--- config.mk ---
export PLATFORM = sky130hd
export DESIGN_NAME = iss_status_ctrl
export DESIGN_NICKNAME = d
export VERILOG_FILES = /design/src/iss_bus_watch.v /design/src/iss_status_ctrl.v
export VERILOG_INCLUDE_DIRS = /design/src
export SDC_FILE = /design/constraint.sdc
export NUM_CORES = 1
export LEC_CHECK = 0
export BUFFER_PORTS_ARGS = -buffer_cell sky130_fd_sc_hd__buf_2
export CORE_MARGIN = 2
export CORE_UTILIZATION = 61
export CTS_CLUSTER_DIAMETER = 150
export DETAILED_ROUTE_END_ITERATION = 10
export GPL_ROUTABILITY_DRIVEN = 0
export PLACE_DENSITY = 0.93
export SYNTH_ARGS = -nofsm -noshare
export SYNTH_HDL_FRONTEND = slang
export SYNTH_SLANG_ARGS = --single-unit
--- constraint.sdc ---
create_clock -name clk -period 4.89 [get_ports clk]
set_clock_uncertainty 0.05 [all_clocks]
set_input_delay 0.2445 -clock clk [delete_from_list [all_inputs] [get_ports clk]]
set_output_delay 0.2445 -clock clk [all_outputs]
set_load 0.005 [all_outputs]
--- src/iss_consts.vh ---
// What this block does
// Transfer-complete flag low while byte shifts
// Byte done sets flag and raises interrupt
// Matching master address sets address-match flag
// Mismatched address keeps address-match flag low
// START sets bus-busy, STOP clears it
// Drive ack control bit on ninth clock
// Sample master ack into received-ack flag
// Re-enable resets flags, keeps control bits
// Status bits ignore writes; control bits store
`ifndef ISS_CONSTS_VH
`define ISS_CONSTS_VH

// Register indices on the plain register port
`define ISS_ADDR_W 3
`define ISS_IDX_STATUS_CTRL 3'h0
`define ISS_IDX_OWN_ADDR 3'h1
`define ISS_IDX_ENABLE 3'h2
`define ISS_IDX_INT_STATUS 3'h3
`define ISS_IDX_INT_ENABLE 3'h4
`define ISS_IDX_INT_CLEAR 3'h5

// Field positions of the status/control register
`define ISS_BIT_BYTE_DONE 7
`define ISS_BIT_ADDR_MATCH 6
`define ISS_BIT_BUS_BUSY 5
`define ISS_BIT_TX_DIR 4
`define ISS_BIT_ACK_OUT 3
`define ISS_BIT_READ_REQ 2
`define ISS_BIT_WAKE_EN 1
`define ISS_BIT_ACK_IN 0

// Software-writable bits of the status/control register
`define ISS_CTRL_WR_MASK 8'h1a

// Enable register field
`define ISS_BIT_IF_EN 0

// Interrupt status layout
`define ISS_INT_W 4
`define ISS_INT_BYTE_DONE 0
`define ISS_INT_ADDR_MATCH 1
`define ISS_INT_START 2
`define ISS_INT_STOP 3

// Reset values
`define ISS_RST_BYTE_DONE 1'b1
`define ISS_RST_ACK_IN 1'b1
`define ISS_RST_OWN_ADDR 8'h00

// Bit counter positions within one nine-clock byte slot
`define ISS_CNT_W 4
`define ISS_CNT_LAST_DATA 4'h7
`define ISS_CNT_ACK 4'h8
`define ISS_CNT_FIRST 4'h0

`endif

--- src/iss_bus_watch.v ---
`timescale 1ns/100ps
`default_nettype none
`include "iss_consts.vh"

module iss_bus_watch (
    // Clock and reset
    input wire clk,
    input wire resetn,
    // Interface on/off
    input wire enable,
    // Sampled bus lines
    input wire scl_in,
    input wire sda_in,
    // Registered bus events
    output reg start_pulse,
    output reg stop_pulse,
    output reg scl_fall_pulse,
    output reg byte_pulse,
    output reg ack_rise_pulse,
    output reg [`ISS_CNT_W-1:0] bit_cnt,
    output reg [7:0] shift_byte
);

    reg scl_q; // Previous clock line
    reg sda_q; // Previous data line
    wire scl_rise;
    wire scl_fall;
    wire start_det;
    wire stop_det;

    // Edge and condition detection
    assign scl_rise = scl_in & ~scl_q;
    assign scl_fall = ~scl_in & scl_q;
    assign start_det = scl_in & scl_q & sda_q & ~sda_in;
    assign stop_det = scl_in & scl_q & ~sda_q & sda_in;

    // Line history
    always @(posedge clk) begin
        if (!resetn) begin
            scl_q <= 1'b1;
            sda_q <= 1'b1;
        end else begin
            scl_q <= scl_in;
            sda_q <= sda_in;
        end
    end

    // Bit counting and shifting
    always @(posedge clk) begin
        if (!resetn || !enable) begin
            start_pulse <= 1'b0;
            stop_pulse <= 1'b0;
            scl_fall_pulse <= 1'b0;
            byte_pulse <= 1'b0;
            ack_rise_pulse <= 1'b0;
            bit_cnt <= `ISS_CNT_FIRST;
            shift_byte <= 8'h00;
        end else begin
            start_pulse <= start_det;
            stop_pulse <= stop_det;
            scl_fall_pulse <= scl_fall;
            byte_pulse <= scl_rise && (bit_cnt == `ISS_CNT_LAST_DATA);
            ack_rise_pulse <= scl_rise && (bit_cnt == `ISS_CNT_ACK);
            if (start_det) begin
                // Fresh slot after a START
                bit_cnt <= `ISS_CNT_FIRST;
            end else if (scl_rise) begin
                if (bit_cnt == `ISS_CNT_ACK) begin
                    bit_cnt <= `ISS_CNT_FIRST;
                end else begin
                    bit_cnt <= bit_cnt + 4'h1;
                    shift_byte <= {shift_byte[6:0], sda_in};
                end
            end
        end
    end

endmodule
`default_nettype wire

--- src/iss_status_ctrl.v ---
// The register offsets and the address-and-strobe port were decided locally.
`timescale 1ns/100ps
`default_nettype none
`include "iss_consts.vh"

module iss_status_ctrl (
    // Clock and reset
    input wire clk,
    input wire resetn,
    // Register port
    input wire [`ISS_ADDR_W-1:0] reg_addr,
    input wire [7:0] reg_wdata,
    input wire reg_wr,
    input wire reg_rd,
    output reg [7:0] reg_rdata,
    // Serial bus pins
    input wire scl_in,
    input wire sda_in,
    output reg sda_out,
    output reg sda_oe,
    // Data path to the byte holder
    input wire [7:0] tx_byte,
    output reg [7:0] rx_byte,
    output reg rx_valid,
    // Interrupt and wake-up
    output reg irq,
    output reg addr_wake
);

    // Status and control bits
    reg byte_done_flag_reg;
    reg addr_match_flag_reg;
    reg bus_busy_flag_reg;
    reg tx_direction_select_reg;
    reg ack_out_control_reg;
    reg master_read_request_flag_reg;
    reg addr_match_wakeup_enable_reg;
    reg ack_in_flag_reg;
    // Other software registers
    reg [7:0] own_addr_reg;
    reg serial_if_enable_reg;
    reg enable_q_reg; // Enable one cycle ago
    reg [`ISS_INT_W-1:0] int_stat_reg;
    reg [`ISS_INT_W-1:0] int_en_reg;
    reg [`ISS_INT_W-1:0] int_stat_next;
    reg [`ISS_INT_W-1:0] int_event;
    // Transfer state
    reg first_byte_reg; // Next byte is the address
    reg active_reg; // Addressed in this transfer
    reg ack_due_reg; // Byte just received wants an ack
    reg sending_reg; // Slave drives data bits
    reg [7:0] tx_shift_reg; // Outgoing byte
    // Bus events
    wire start_pulse;
    wire stop_pulse;
    wire scl_fall_pulse;
    wire byte_pulse;
    wire ack_rise_pulse;
    wire [`ISS_CNT_W-1:0] bit_cnt;
    wire [7:0] shift_byte;
    wire enable_rise;
    wire addr_hit;
    wire [7:0] status_ctrl_value;

    // Address equality of the seven upper bits
    function addr_equal;
        input [7:0] a;
        input [7:0] b;
        begin
            addr_equal = (a[7:1] == b[7:1]);
        end
    endfunction

    // Bus condition and bit tracker
    iss_bus_watch u_watch (
        .clk(clk),
        .resetn(resetn),
        .enable(serial_if_enable_reg),
        .scl_in(scl_in),
        .sda_in(sda_in),
        .start_pulse(start_pulse),
        .stop_pulse(stop_pulse),
        .scl_fall_pulse(scl_fall_pulse),
        .byte_pulse(byte_pulse),
        .ack_rise_pulse(ack_rise_pulse),
        .bit_cnt(bit_cnt),
        .shift_byte(shift_byte)
    );

    assign enable_rise = serial_if_enable_reg & ~enable_q_reg;
    assign addr_hit = addr_equal(shift_byte, own_addr_reg);

    // Packed view of the status/control register
    assign status_ctrl_value = {byte_done_flag_reg, addr_match_flag_reg,
        bus_busy_flag_reg, tx_direction_select_reg, ack_out_control_reg,
        master_read_request_flag_reg, addr_match_wakeup_enable_reg,
        ack_in_flag_reg};

    // Software-owned control bits
    always @(posedge clk) begin
        if (!resetn) begin
            tx_direction_select_reg <= 1'b0;
            ack_out_control_reg <= 1'b0;
            addr_match_wakeup_enable_reg <= 1'b0;
            own_addr_reg <= `ISS_RST_OWN_ADDR;
            serial_if_enable_reg <= 1'b0;
            int_en_reg <= {`ISS_INT_W{1'b0}};
            enable_q_reg <= 1'b0;
        end else begin
            enable_q_reg <= serial_if_enable_reg;
            if (reg_wr) begin
                case (reg_addr)
                    `ISS_IDX_STATUS_CTRL: begin
                        // Only the writable fields take the value
                        tx_direction_select_reg <=
                            reg_wdata[`ISS_BIT_TX_DIR];
                        ack_out_control_reg <=
                            reg_wdata[`ISS_BIT_ACK_OUT];
                        addr_match_wakeup_enable_reg <=
                            reg_wdata[`ISS_BIT_WAKE_EN];
                    end
                    `ISS_IDX_OWN_ADDR: begin
                        own_addr_reg <= reg_wdata;
                    end
                    `ISS_IDX_ENABLE: begin
                        serial_if_enable_reg <= reg_wdata[`ISS_BIT_IF_EN];
                    end
                    `ISS_IDX_INT_ENABLE: begin
                        int_en_reg <= reg_wdata[`ISS_INT_W-1:0];
                    end
                    default: begin
                        // Other indices hold nothing writable here
                    end
                endcase
            end
        end
    end

    // Hardware flags and transfer state
    always @(posedge clk) begin
        if (!resetn || enable_rise) begin
            // Re-enable restores flags, control bits stay
            byte_done_flag_reg <= `ISS_RST_BYTE_DONE;
            addr_match_flag_reg <= 1'b0;
            bus_busy_flag_reg <= 1'b0;
            master_read_request_flag_reg <= 1'b0;
            ack_in_flag_reg <= `ISS_RST_ACK_IN;
            first_byte_reg <= 1'b0;
            active_reg <= 1'b0;
            ack_due_reg <= 1'b0;
            sending_reg <= 1'b0;
            tx_shift_reg <= 8'h00;
            rx_byte <= 8'h00;
            rx_valid <= 1'b0;
            sda_out <= 1'b0;
            sda_oe <= 1'b0;
        end else if (!serial_if_enable_reg) begin
            // Disabled interface lets go of the line
            sda_oe <= 1'b0;
            sending_reg <= 1'b0;
            rx_valid <= 1'b0;
        end else begin
            sda_out <= 1'b0;
            rx_valid <= 1'b0;
            if (start_pulse) begin
                // New transfer, address byte follows
                bus_busy_flag_reg <= 1'b1;
                first_byte_reg <= 1'b1;
                active_reg <= 1'b0;
                addr_match_flag_reg <= 1'b0;
                ack_due_reg <= 1'b0;
                sending_reg <= 1'b0;
                sda_oe <= 1'b0;
            end else if (stop_pulse) begin
                // Bus free again
                bus_busy_flag_reg <= 1'b0;
                active_reg <= 1'b0;
                first_byte_reg <= 1'b0;
                ack_due_reg <= 1'b0;
                sending_reg <= 1'b0;
                sda_oe <= 1'b0;
            end else begin
                // First clock of a byte clears the done flag
                if (scl_fall_pulse && bit_cnt == `ISS_CNT_FIRST &&
                    (active_reg || first_byte_reg)) begin
                    byte_done_flag_reg <= 1'b0;
                end
                if (byte_pulse && first_byte_reg) begin
                    // Address byte complete
                    first_byte_reg <= 1'b0;
                    if (addr_hit) begin
                        addr_match_flag_reg <= 1'b1;
                        master_read_request_flag_reg <= shift_byte[0];
                        active_reg <= 1'b1;
                        ack_due_reg <= 1'b1;
                        byte_done_flag_reg <= 1'b1;
                    end else begin
                        addr_match_flag_reg <= 1'b0;
                        active_reg <= 1'b0;
                        ack_due_reg <= 1'b0;
                    end
                end else if (byte_pulse && active_reg) begin
                    // Data byte complete in either direction
                    byte_done_flag_reg <= 1'b1;
                    ack_due_reg <= ~tx_direction_select_reg;
                    if (!tx_direction_select_reg) begin
                        rx_byte <= shift_byte;
                        rx_valid <= 1'b1;
                    end
                end
                if (ack_rise_pulse && active_reg && !ack_due_reg &&
                    tx_direction_select_reg) begin
                    // Master answer to our byte
                    ack_in_flag_reg <= sda_in;
                end
                if (scl_fall_pulse) begin
                    if (bit_cnt == `ISS_CNT_ACK) begin
                        // Ninth clock: ack slot
                        sda_oe <= ack_due_reg & ~ack_out_control_reg;
                        sending_reg <= 1'b0;
                    end else if (bit_cnt == `ISS_CNT_FIRST) begin
                        // Ack slot over; maybe start sending
                        ack_due_reg <= 1'b0;
                        if (active_reg && tx_direction_select_reg &&
                            (sending_reg || ack_due_reg ||
                            !ack_in_flag_reg)) begin
                            sending_reg <= 1'b1;
                            tx_shift_reg <= {tx_byte[6:0], 1'b0};
                            sda_oe <= ~tx_byte[7];
                        end else begin
                            sda_oe <= 1'b0;
                        end
                    end else if (sending_reg) begin
                        // Next outgoing bit, low by driving
                        tx_shift_reg <= {tx_shift_reg[6:0], 1'b0};
                        sda_oe <= ~tx_shift_reg[7];
                    end
                end
                if (ack_rise_pulse && !ack_due_reg && sending_reg) begin
                    // Refusal from the master ends sending
                    sending_reg <= ~sda_in;
                end
            end
        end
    end

    // Events for the interrupt status
    always @* begin
        int_event = {`ISS_INT_W{1'b0}};
        if (serial_if_enable_reg && !enable_rise) begin
            int_event[`ISS_INT_BYTE_DONE] = byte_pulse &&
                ((first_byte_reg && addr_hit) ||
                (active_reg && !first_byte_reg));
            int_event[`ISS_INT_ADDR_MATCH] = byte_pulse &&
                first_byte_reg && addr_hit;
            int_event[`ISS_INT_START] = start_pulse;
            int_event[`ISS_INT_STOP] = stop_pulse && !start_pulse;
        end
    end

    // Sticky status: a new event wins over a clear
    always @* begin
        int_stat_next = int_stat_reg;
        if (reg_wr && reg_addr == `ISS_IDX_INT_CLEAR) begin
            int_stat_next = int_stat_next & ~reg_wdata[`ISS_INT_W-1:0];
        end
        int_stat_next = int_stat_next | int_event;
    end

    // Interrupt status, line and wake-up request
    always @(posedge clk) begin
        if (!resetn) begin
            int_stat_reg <= {`ISS_INT_W{1'b0}};
            irq <= 1'b0;
            addr_wake <= 1'b0;
        end else begin
            int_stat_reg <= int_stat_next;
            irq <= |(int_stat_next & int_en_reg);
            addr_wake <= addr_match_wakeup_enable_reg &
                int_event[`ISS_INT_ADDR_MATCH];
        end
    end

    // Read data, one cycle after the read strobe
    always @(posedge clk) begin
        if (!resetn) begin
            reg_rdata <= 8'h00;
        end else if (reg_rd) begin
            case (reg_addr)
                `ISS_IDX_STATUS_CTRL: begin
                    reg_rdata <= status_ctrl_value;
                end
                `ISS_IDX_OWN_ADDR: begin
                    reg_rdata <= own_addr_reg;
                end
                `ISS_IDX_ENABLE: begin
                    reg_rdata <= {7'h00, serial_if_enable_reg};
                end
                `ISS_IDX_INT_STATUS: begin
                    reg_rdata <= {4'h0, int_stat_reg};
                end
                `ISS_IDX_INT_ENABLE: begin
                    reg_rdata <= {4'h0, int_en_reg};
                end
                default: begin
                    // Clear register and holes read zero
                    reg_rdata <= 8'h00;
                end
            endcase
        end else begin
            reg_rdata <= 8'h00;
        end
    end

endmodule
`default_nettype wire

# Word level (Yosys, flattened, before mapping)
# Cells that the tools add are included.
# Widths: inputs -> output; s select.
# classes
eq_ne	10
n_bitwise	30
muxes	39
reduce_logical	63
add_sub_neg	1
# ops
operator	count
$pmux 8 s5	1
$mux 1	32
$mux 8	3
$logic_and 1x1->1	20
$not 1->1	16
$reduce_and 2->1	8
$mux 4	3
$reduce_and 3->1	4
$reduce_bool 3->1	4
$and 1x1->1	10
$and 4x4->4	2
$reduce_bool 2->1	4
$reduce_or 4->1	2
$eq 7x7->1	1
$logic_not 1->1	7
$reduce_and 7->1	1
$eq 3x2->1 const B	2
$eq 3x3->1 const B	2
$logic_or 1x1->1	6
$reduce_and 6->1	1
$reduce_or 6->1	1
$reduce_and 5->1	1
$add 4x1->4 const B	1
$eq 4x3->1 const B	1
9 further kinds	10
# totals
output_inout_bits	21
wordCells	176
input_bits	25
reg_bits	77

# Longest topological paths before layout
# Gate-level depths: netlist of the first run.
# logic_depth
depth_word	8
ltp_mapped	9
ltp_nobuf	7

# Hierarchy
# From an unflattened synthesis of the first run, not the netlist that was laid out.
# hier_totals
cells_unflattened	387
hier_area_um2	3324.4
# modules_own_cells
module	area_each_um2	n_inst	cells_per_inst	seq_area_each_um2
iss_status_ctrl	2593.7	1	304	1141.1
iss_bus_watch	730.7	1	83	380.4

# Worst setup path after synthesis of the first run
# Ideal clock, no wire load.
# synth_timing
path_kind	register -> register
start	register u_watch.bit_cnt[0]
end	register tx_shift_reg[4]
stages_incl_launch_ff	10
arrival_time_ns	1.905
path_buffers	2
setup_ns	0.088
synth_period_minus_slack_ns	2.043
required_time_ns	4.752
setup_slack_ns	2.847
path_cell_list	dfxtp_1 -> inv_1 -> ha_1 -> nand2b_4 -> buf_6 -> or4_4 -> a21oi_4 -> buf_6 -> nor2_1 -> a311oi_2
# synth_between
elab_chain_cells	3
elab_cells_between_ends	7
cone_classes	eq/ne: 2; mux: 1; bitwise: 1; reduce/logical: 3
# synth_rtl
element	line	source
from (decl)	iss_bus_watch.v:20	output reg [`ISS_CNT_W-1:0] bit_cnt,
from (signal assigned)	iss_bus_watch.v:56	bit_cnt <= `ISS_CNT_FIRST;
from (signal assigned)	iss_bus_watch.v:66	bit_cnt <= `ISS_CNT_FIRST;
from (signal assigned)	iss_bus_watch.v:69	bit_cnt <= `ISS_CNT_FIRST;
$logic_not 4->1 (no line) or $eq 4x4->1 (tied branches)	-	
$ne 2x1->1 (no line), or another cell as far along	-	
$reduce_and 7->1 (no line)	-	
to (signal assigned)	iss_status_ctrl.v:228	tx_shift_reg <= {tx_byte[6:0], 1'b0};
to (signal assigned)	iss_status_ctrl.v:235	tx_shift_reg <= {tx_shift_reg[6:0], 1'b0};
to (decl)	iss_status_ctrl.v:52	reg [7:0] tx_shift_reg;
# Several ways; a longest one is shown, not always the timed one.
# A chain may end at the register's enable or synchronous reset.

# Final worst setup path of the first run
# layout_timing
start	register u_watch.bit_cnt[0]
end	register tx_shift_reg[6]
# Same word-level chain as after synthesis.

==> results.sh, run 1 <==
export IMPL_via_count=3048
export IMPL_pwr_share_seq_pct=49.3
export IMPL_placeableCoreArea_mm2=0.00520
export IMPL_worstReg2RegEnd="tx_shift_reg[6]"
export IMPL_critPathLaunchType="flop"
export IMPL_r2r_cells=7
export IMPL_setup_viol_count_final=0
export IMPL_p_switching_mw=0.261
export IMPL_number_of_buffers_inserted_during_clock_tree_synthesis=9
export IMPL_cts_path_max_buffers=2
export IMPL_grt_max_degree=31
export IMPL_synthMostInstantiatedCell="dfxtp_1"
export IMPL_cts_hold_buffers_added=0
export IMPL_clock_root_buffer="clkbuf_8"
export IMPL_comb_power_share_pct=4.4
export IMPL_tritoncts="done"
export IMPL_power_frac_clock_pct=46.3
export IMPL_synth_cell_area_mm2=0.00334
export IMPL_post_cts_resize_count=0
export IMPL_drt_antenna_violating_nets=0
export IMPL_fraction_of_power_spent_switching_nets_pct=20.6
export IMPL_synth_seq_cells=76
export IMPL_slew_viol_final=0
export IMPL_async_flop_share_pct=0
export IMPL_fp_dieArea_mm2=0.00608
export IMPL_clock_insertion_delay_worst_skew_ps=360
export IMPL_hold_end="tx_shift_reg[1]"
export IMPL_drt_iter0_drc=304
export IMPL_antenna_cells_inserted=0
export IMPL_required_ps=5100
export IMPL_post_route_period_util_pct=45.9
export IMPL_max_freq_ghz=0.446
export IMPL_final_hold_viol_count=0
export IMPL_n_fill_cell=380
export IMPL_cts_htree_levels=3
export IMPL_cts_num_sinks=76
export IMPL_clkSlewWorstSetupHoldPaths_ps=80
export IMPL_total_setup_buffers_inserted_after_cts=0
export IMPL_post_dp_hpwl_um=5430
export IMPL_placementRows=26
export IMPL_largest_area_contributor_in_the_synthesized_netlist="dfxtp_1"
export IMPL_via_count_of_the_first_global_routing_pass=2822
export IMPL_synthDistinctLibCells=47
export IMPL_worst_slew_margin_rel_pct=27.4
export IMPL_mappedNetlistNets=418
export IMPL_vdd_ir_drop_worst_v=0.000265
export IMPL_globalRouteOverflowTotal=0
export IMPL_grt_antenna_before_repair=0
export IMPL_crit_arrival_ps=2450
export IMPL_hold_path_startpoint="tx_byte[0]"
export IMPL_via_per_inst=6.08
export IMPL_drv_max_cap_violation_count=0
export IMPL_synth_top_cell_area_share_pct=45.6
export IMPL_number_of_standard_cells_after_synthesis=391
export IMPL_regToRegStartpoint="u_watch.bit_cnt[0]"
export IMPL_port_buffers=44
export IMPL_num_io_pins=46
export IMPL_chipWidth_um=78.0
export IMPL_synth_top_cells_by_area="dfxtp_1 (46%), nand2_1 (7.3%), nor2_1 (4.6%), mux2i_1 (4.5%), a21oi_1 (3.8%)"
export IMPL_post_layout_total_power_mw=1.27
export IMPL_layout_drive_gt1_share_pct=16.7
export IMPL_count_of_flip_flops_with_a_built_in_enable_after_synthesis=0
export IMPL_worst_path_max_fanout=14
export IMPL_path_class="flop to flop"
export IMPL_drt_total_wl_um=7930
export IMPL_worst_slew_pin_slew_ps=1080
export IMPL_grt_first_pass_wirelength_um=13200
export IMPL_worstHoldPathCells=3
export IMPL_ys_dominant_reg_cell="dfxtp_1"
export IMPL_chipHeight_um=78.0
export IMPL_rsz0062_at_grt="no"
export IMPL_synth_warning_count=0
export IMPL_leakage_nw=1.45
export IMPL_category_of_the_worst_setup_path_capture_point="flop"
export IMPL_timing_reg2reg_setup_slack_ps=2650
export IMPL_timing_hold_worst_class="primary input to flop"
export IMPL_period_needed_ps=2240
export IMPL_detail_route_first_pass_iterations=6
export IMPL_routed_wire_per_std_cell_um=15.8
export IMPL_status="complete, no violations"
export IMPL_floorplan_initialDensity_pct=64.1
export IMPL_track_usage_pct=27.8
export IMPL_ys_seq_area_share_pct=45.6
export IMPL_fin_nets=453
export IMPL_power_density_cell_area_mw_per_mm2=334
export IMPL_area_delta_synth_final_pct=14.2
export IMPL_post_route_drc_count=0
export IMPL_synth_common_cells="dfxtp_1 (76), nand2_1 (65), nor2_1 (41)"
export IMPL_intPower_mw=1.01
export IMPL_setup_tns_ps=0
export IMPL_synth_area_per_cell_um2=8.53
kinds of logic after synthesis:
| logic type | count (synthesis) | share of synthesized area, % |
|---|---|---|
| and+or+nand+nor | 166 | 24.0 |
| AOI/OAI and AO/OA | 92 | 18.8 |
| DFF | 76 | 45.6 |
| buffers and inverters | 31 | 4.09 |
| muxes | 16 | 4.84 |
| xor gates and xnor gates | 7 | 1.84 |
| adders and majority gates | 2 | 0.750 |
| other | 1 | 0.112 |
layout make-up:
class | count | area (µm²) | area share, %
Timing Repair Buffer | 47 | 243 | 6.37
Multi-Input combinational cell | 284 | 1680 | 44.0
Tap cell | 70 | 87.6 | 2.30
Clock buffer | 12 | 155 | 4.07
Sequential cell | 76 | 1520 | 39.9
Inverter | 8 | 30.0 | 0.788
Clock inverter | 4 | 95.1 | 2.50
layer usage:
metal	vias to the layer above	routed length, µm	GRT usage (%)
met5	-	0	0
met4	0	247	13.0
met3	31	630	9.53
met2	163	3840	43.8
met1	1426	3210	34.3
li1	1428	-	-
stage by stage:
step | hold WS (ps) | utilization, % | cells | cell area, µm² | worst slack [ps]
after global placement | 393 | 68.4 | 485 | 3560 | 2830
final | 92.3 | 73.2 | 501 | 3810 | 2650
after global routing | 93.6 | 73.2 | 501 | 3810 | 2560
after detailed placement | 395 | 68.4 | 485 | 3560 | 2730
after CTS | 77.6 | 73.2 | 501 | 3810 | 2660
after floorplan | 296 | - | 391 | 3340 | 2850
power groups by stage:
stage	sequential, mW	combinational, mW	clock (mW)
5_1_grt	0.627	0.0602	0.619
4_1_cts	0.627	0.0542	0.595
2_1_floorplan	0.640	0.0353	0
3_5_place_dp	0.641	0.0532	0
6_report	0.627	0.0555	0.588
3_3_place_gp	0.641	0.0518	0
placed cells by master (no fill, tap or decap), types with 2 or more instances in the layout:
master	n
dfxtp_1	76
nand2_1	65
buf_2	44
nor2_1	41
a21oi_1	25
o21ai_0	19
a21boi_0	16
nand3_1	15
mux2i_1	15
a22oi_1	12
clkbuf_8	11
nor2b_1	9
inv_1	8
xor2_1	7
nand2b_1	6
nor3_1	5
nor3b_1	4
nand3b_1	3
a311oi_2	3
a311oi_1	3
bufinv_16	3
buf_4	3
and2_1	2
nor4bb_1	2
and4b_1	2
nor4_1	2
a31oi_1	2
o221a_2	2
and3_1	2
o21a_1	2
nand4b_1	2
ha_1	2
worst max-delay path by stage:
stage / start / end / slack [ps] / depth (start not counted)
after floorplan: u_watch.bit_cnt[0] / tx_shift_reg[4] / 2850 / 9
after global placement: u_watch.bit_cnt[0] / tx_shift_reg[4] / 2830 / 7
after detailed placement: u_watch.bit_cnt[0] / tx_shift_reg[5] / 2730 / 7
after CTS: u_watch.bit_cnt[0] / tx_shift_reg[6] / 2660 / 7
after global routing: u_watch.bit_cnt[0] / tx_shift_reg[6] / 2560 / 7
final: u_watch.bit_cnt[0] / tx_shift_reg[6] / 2650 / 7
worst max-delay path, stage by stage (launching register included):
cell and delay [ps]:
dfxtp_1 350, inv_1 90, ha_1 250, nand2b_4 110
or4_4 540, a21oi_4 380, nor2_1 120, a311oi_2 260
Note: power is estimated with default switching activity, not from simulation.
==> run 2, diff against run 1 <==
--- a/config.mk
+++ b/config.mk
@@ -8,11 +8,11 @@
 export LEC_CHECK = 0
 export BUFFER_PORTS_ARGS = -buffer_cell sky130_fd_sc_hd__buf_2
 export CORE_MARGIN = 2
-export CORE_UTILIZATION = 61
+export CORE_UTILIZATION = 57
 export CTS_CLUSTER_DIAMETER = 150
 export DETAILED_ROUTE_END_ITERATION = 10
 export GPL_ROUTABILITY_DRIVEN = 0
-export PLACE_DENSITY = 0.93
+export PLACE_DENSITY = 0.88
 export SYNTH_ARGS = -nofsm -noshare
 export SYNTH_HDL_FRONTEND = slang
 export SYNTH_SLANG_ARGS = --single-unit
==> constraint.sdc (replaced) <==
create_clock -name clk -period 2.08 [get_ports clk]
set_clock_uncertainty 0.05 [all_clocks]
set_input_delay 0.104 -clock clk [delete_from_list [all_inputs] [get_ports clk]]
set_output_delay 0.104 -clock clk [all_outputs]
set_load 0.005 [all_outputs]
==> results.sh, run 2 (synthesis results as in run 1) <==
export IMPL_slew_viol_final=0
export IMPL_n_fill_cell=413
export IMPL_leakage_nw=1.53
export IMPL_clock_insertion_delay_worst_skew_ps=350
export IMPL_port_buffers=44
export IMPL_crit_arrival_ps=2180
export IMPL_fp_dieArea_mm2=0.00648
export IMPL_category_of_the_worst_setup_path_capture_point="flop"
export IMPL_timing_reg2reg_setup_slack_ps=110
export IMPL_worst_slew_margin_rel_pct=63.4
export IMPL_max_freq_ghz=0.508
export IMPL_timing_hold_worst_class="primary input to flop"
export IMPL_status="complete, no violations"
export IMPL_cts_htree_levels=3
export IMPL_post_route_period_util_pct=94.6
export IMPL_final_hold_viol_count=0
export IMPL_drt_antenna_violating_nets=0
export IMPL_cts_path_max_buffers=2
export IMPL_power_density_cell_area_mw_per_mm2=693
export IMPL_track_usage_pct=25.8
export IMPL_globalRouteOverflowTotal=0
export IMPL_drt_total_wl_um=7810
export IMPL_grt_max_degree=31
export IMPL_cp_slowest_cell="or4_4"
export IMPL_setup_tns_ps=0
export IMPL_crit_path_cell_trace="inv_1 > ha_2 > nand2b_4 > or4_4 > a21oi_4 > buf_12 > nor2_1 > a311oi_2"
export IMPL_layout_commonest_cell="dfxtp_1"
export IMPL_drt_iter0_drc=214
export IMPL_path_class="flop to flop"
export IMPL_met3_length_um=513
export IMPL_worst_path_max_fanout=13
export IMPL_floorplan_initialDensity_pct=59.8
export IMPL_critPathLaunchType="flop"
export IMPL_grt_first_pass_wirelength_um=12800
export IMPL_via_count_of_the_first_global_routing_pass=2752
export IMPL_cts_num_sinks=76
export IMPL_vdd_ir_drop_worst_v=0.000496
export IMPL_layout_common_cells="dfxtp_1 (76), nand2_1 (65), buf_2 (44)"
export IMPL_critical_path_max_stage_delay_ps=520
export IMPL_chipWidth_um=80.5
export IMPL_top_signal_layer_used="met4"
export IMPL_fin_area_mm2=0.00401
export IMPL_placeableCoreArea_mm2=0.00557
export IMPL_post_route_drc_count=0
export IMPL_required_ps=2290
export IMPL_fin_nets=478
export IMPL_period_needed_ps=1970
export IMPL_tritoncts="done"
export IMPL_routed_wire_per_std_cell_um=14.8
export IMPL_clock_root_buffer="clkbuf_8"
export IMPL_drv_max_cap_violation_count=0
export IMPL_setup_viol_count_final=0
export IMPL_placementRows=27
export IMPL_rsz0062_at_grt="no"
export IMPL_number_of_buffers_inserted_during_clock_tree_synthesis=9
export IMPL_antenna_cells_inserted=0
export IMPL_layout_drive_gt1_share_pct=18.0
export IMPL_via_per_inst=5.72
export IMPL_wire_length_the_detailed_router_placed_on_met1_um=3380
export IMPL_area_delta_synth_final_pct=20.1
export IMPL_grt_antenna_before_repair=0
export IMPL_chipHeight_um=80.5
export IMPL_post_dp_hpwl_um=5410
export IMPL_clkSlewWorstSetupHoldPaths_ps=70
export IMPL_wl_met2_um=3800
export IMPL_via_count=3021
export IMPL_worst_slew_pin_slew_ps=544
export IMPL_num_io_pins=46
export IMPL_postPlaceCellArea_mm2=0.00361
export IMPL_detail_route_first_pass_iterations=5
[run 2: cell types whose count changed in the layout (fill, tap and decap cells not counted), moves of 2 or more]
cell | previous run | this run
bufinv_16 | 3 | 1
buf_4 | 3 | 12
dlygate4sd3_1 | 0 | 15
clkinvlp_4 | 0 | 2
[run 2: metrics by stage]
step / hold slack, ps / worst slack, ps / power, mW / std cells / util, %
after global placement: 306 / 65.7 / 1.63 / 494 / 64.8
after CTS: 18.3 / 81.6 / 2.79 / 528 / 71.8
after global routing: 21.2 / 23.1 / 2.86 / 528 / 71.9
after detailed placement: 321 / -67.1 / 1.64 / 494 / 64.8
final: 14.3 / 113 / 2.78 / 528 / 71.9
after floorplan: 155 / 36.6 / 1.59 / 391 / -
[run 2: layout make-up]
type / count / area, µm² / area share (%)
Multi-Input combinational cell: 284 / 1680 / 41.9
Sequential cell: 76 / 1520 / 38.0
Timing Repair Buffer: 72 / 480 / 12.0
Clock buffer: 13 / 159 / 3.97
Tap cell: 72 / 90.1 / 2.25
Clock inverter: 3 / 45.0 / 1.12
Inverter: 8 / 30.0 / 0.750
[run 2: critical path, delay by kind of cell, from the launching register on]
family,cells,cell delay [ps]
AOI/OAI and AO/OA,2,390
adders and majority gates,1,230
buffers and inverters,2,230
DFF,1,340
and+or+nand+nor,3,630
[run 2: layer usage]
| layer | vias to the layer above | global-route usage (%) |
|---|---|---|
| li1 | 1476 | - |
| met5 | - | 0 |
| met2 | 132 | 43.3 |
| met4 | 0 | 10.2 |
| met1 | 1396 | 32.4 |
| met3 | 17 | 5.39 |
[run 2: worst paths after layout]
kind / endpoint / from / depth (start not counted)
worst min-delay path: tx_shift_reg[4] / tx_byte[3] / 3
worst max register to register: tx_shift_reg[4] / u_watch.bit_cnt[0] / 8
worst max-delay path: tx_shift_reg[4] / u_watch.bit_cnt[0] / 8
worst min register to register: rx_byte[7] / rx_byte[7] / 2
[run 2: report_power, final]
| group | total (mW) | internal, mW | switching (mW) |
|---|---|---|---|
| Clock | 1.15 | 0.621 | 0.529 |
| Combinational | 0.154 | 0.0697 | 0.0842 |
| Sequential | 1.47 | 1.46 | 0.0102 |
| Total | 2.78 | 2.15 | 0.624 |
[run 2: repair_timing]
action | 4_1_cts | 5_1_grt
endpoints found under the hold margin | 18 | 0
buffers inserted | 3 | 0
pin swaps | 1 | 0
hold buffers | 15 | 0
setup endpoints to repair | 6 | 1
gates resized for setup | 0 | 1
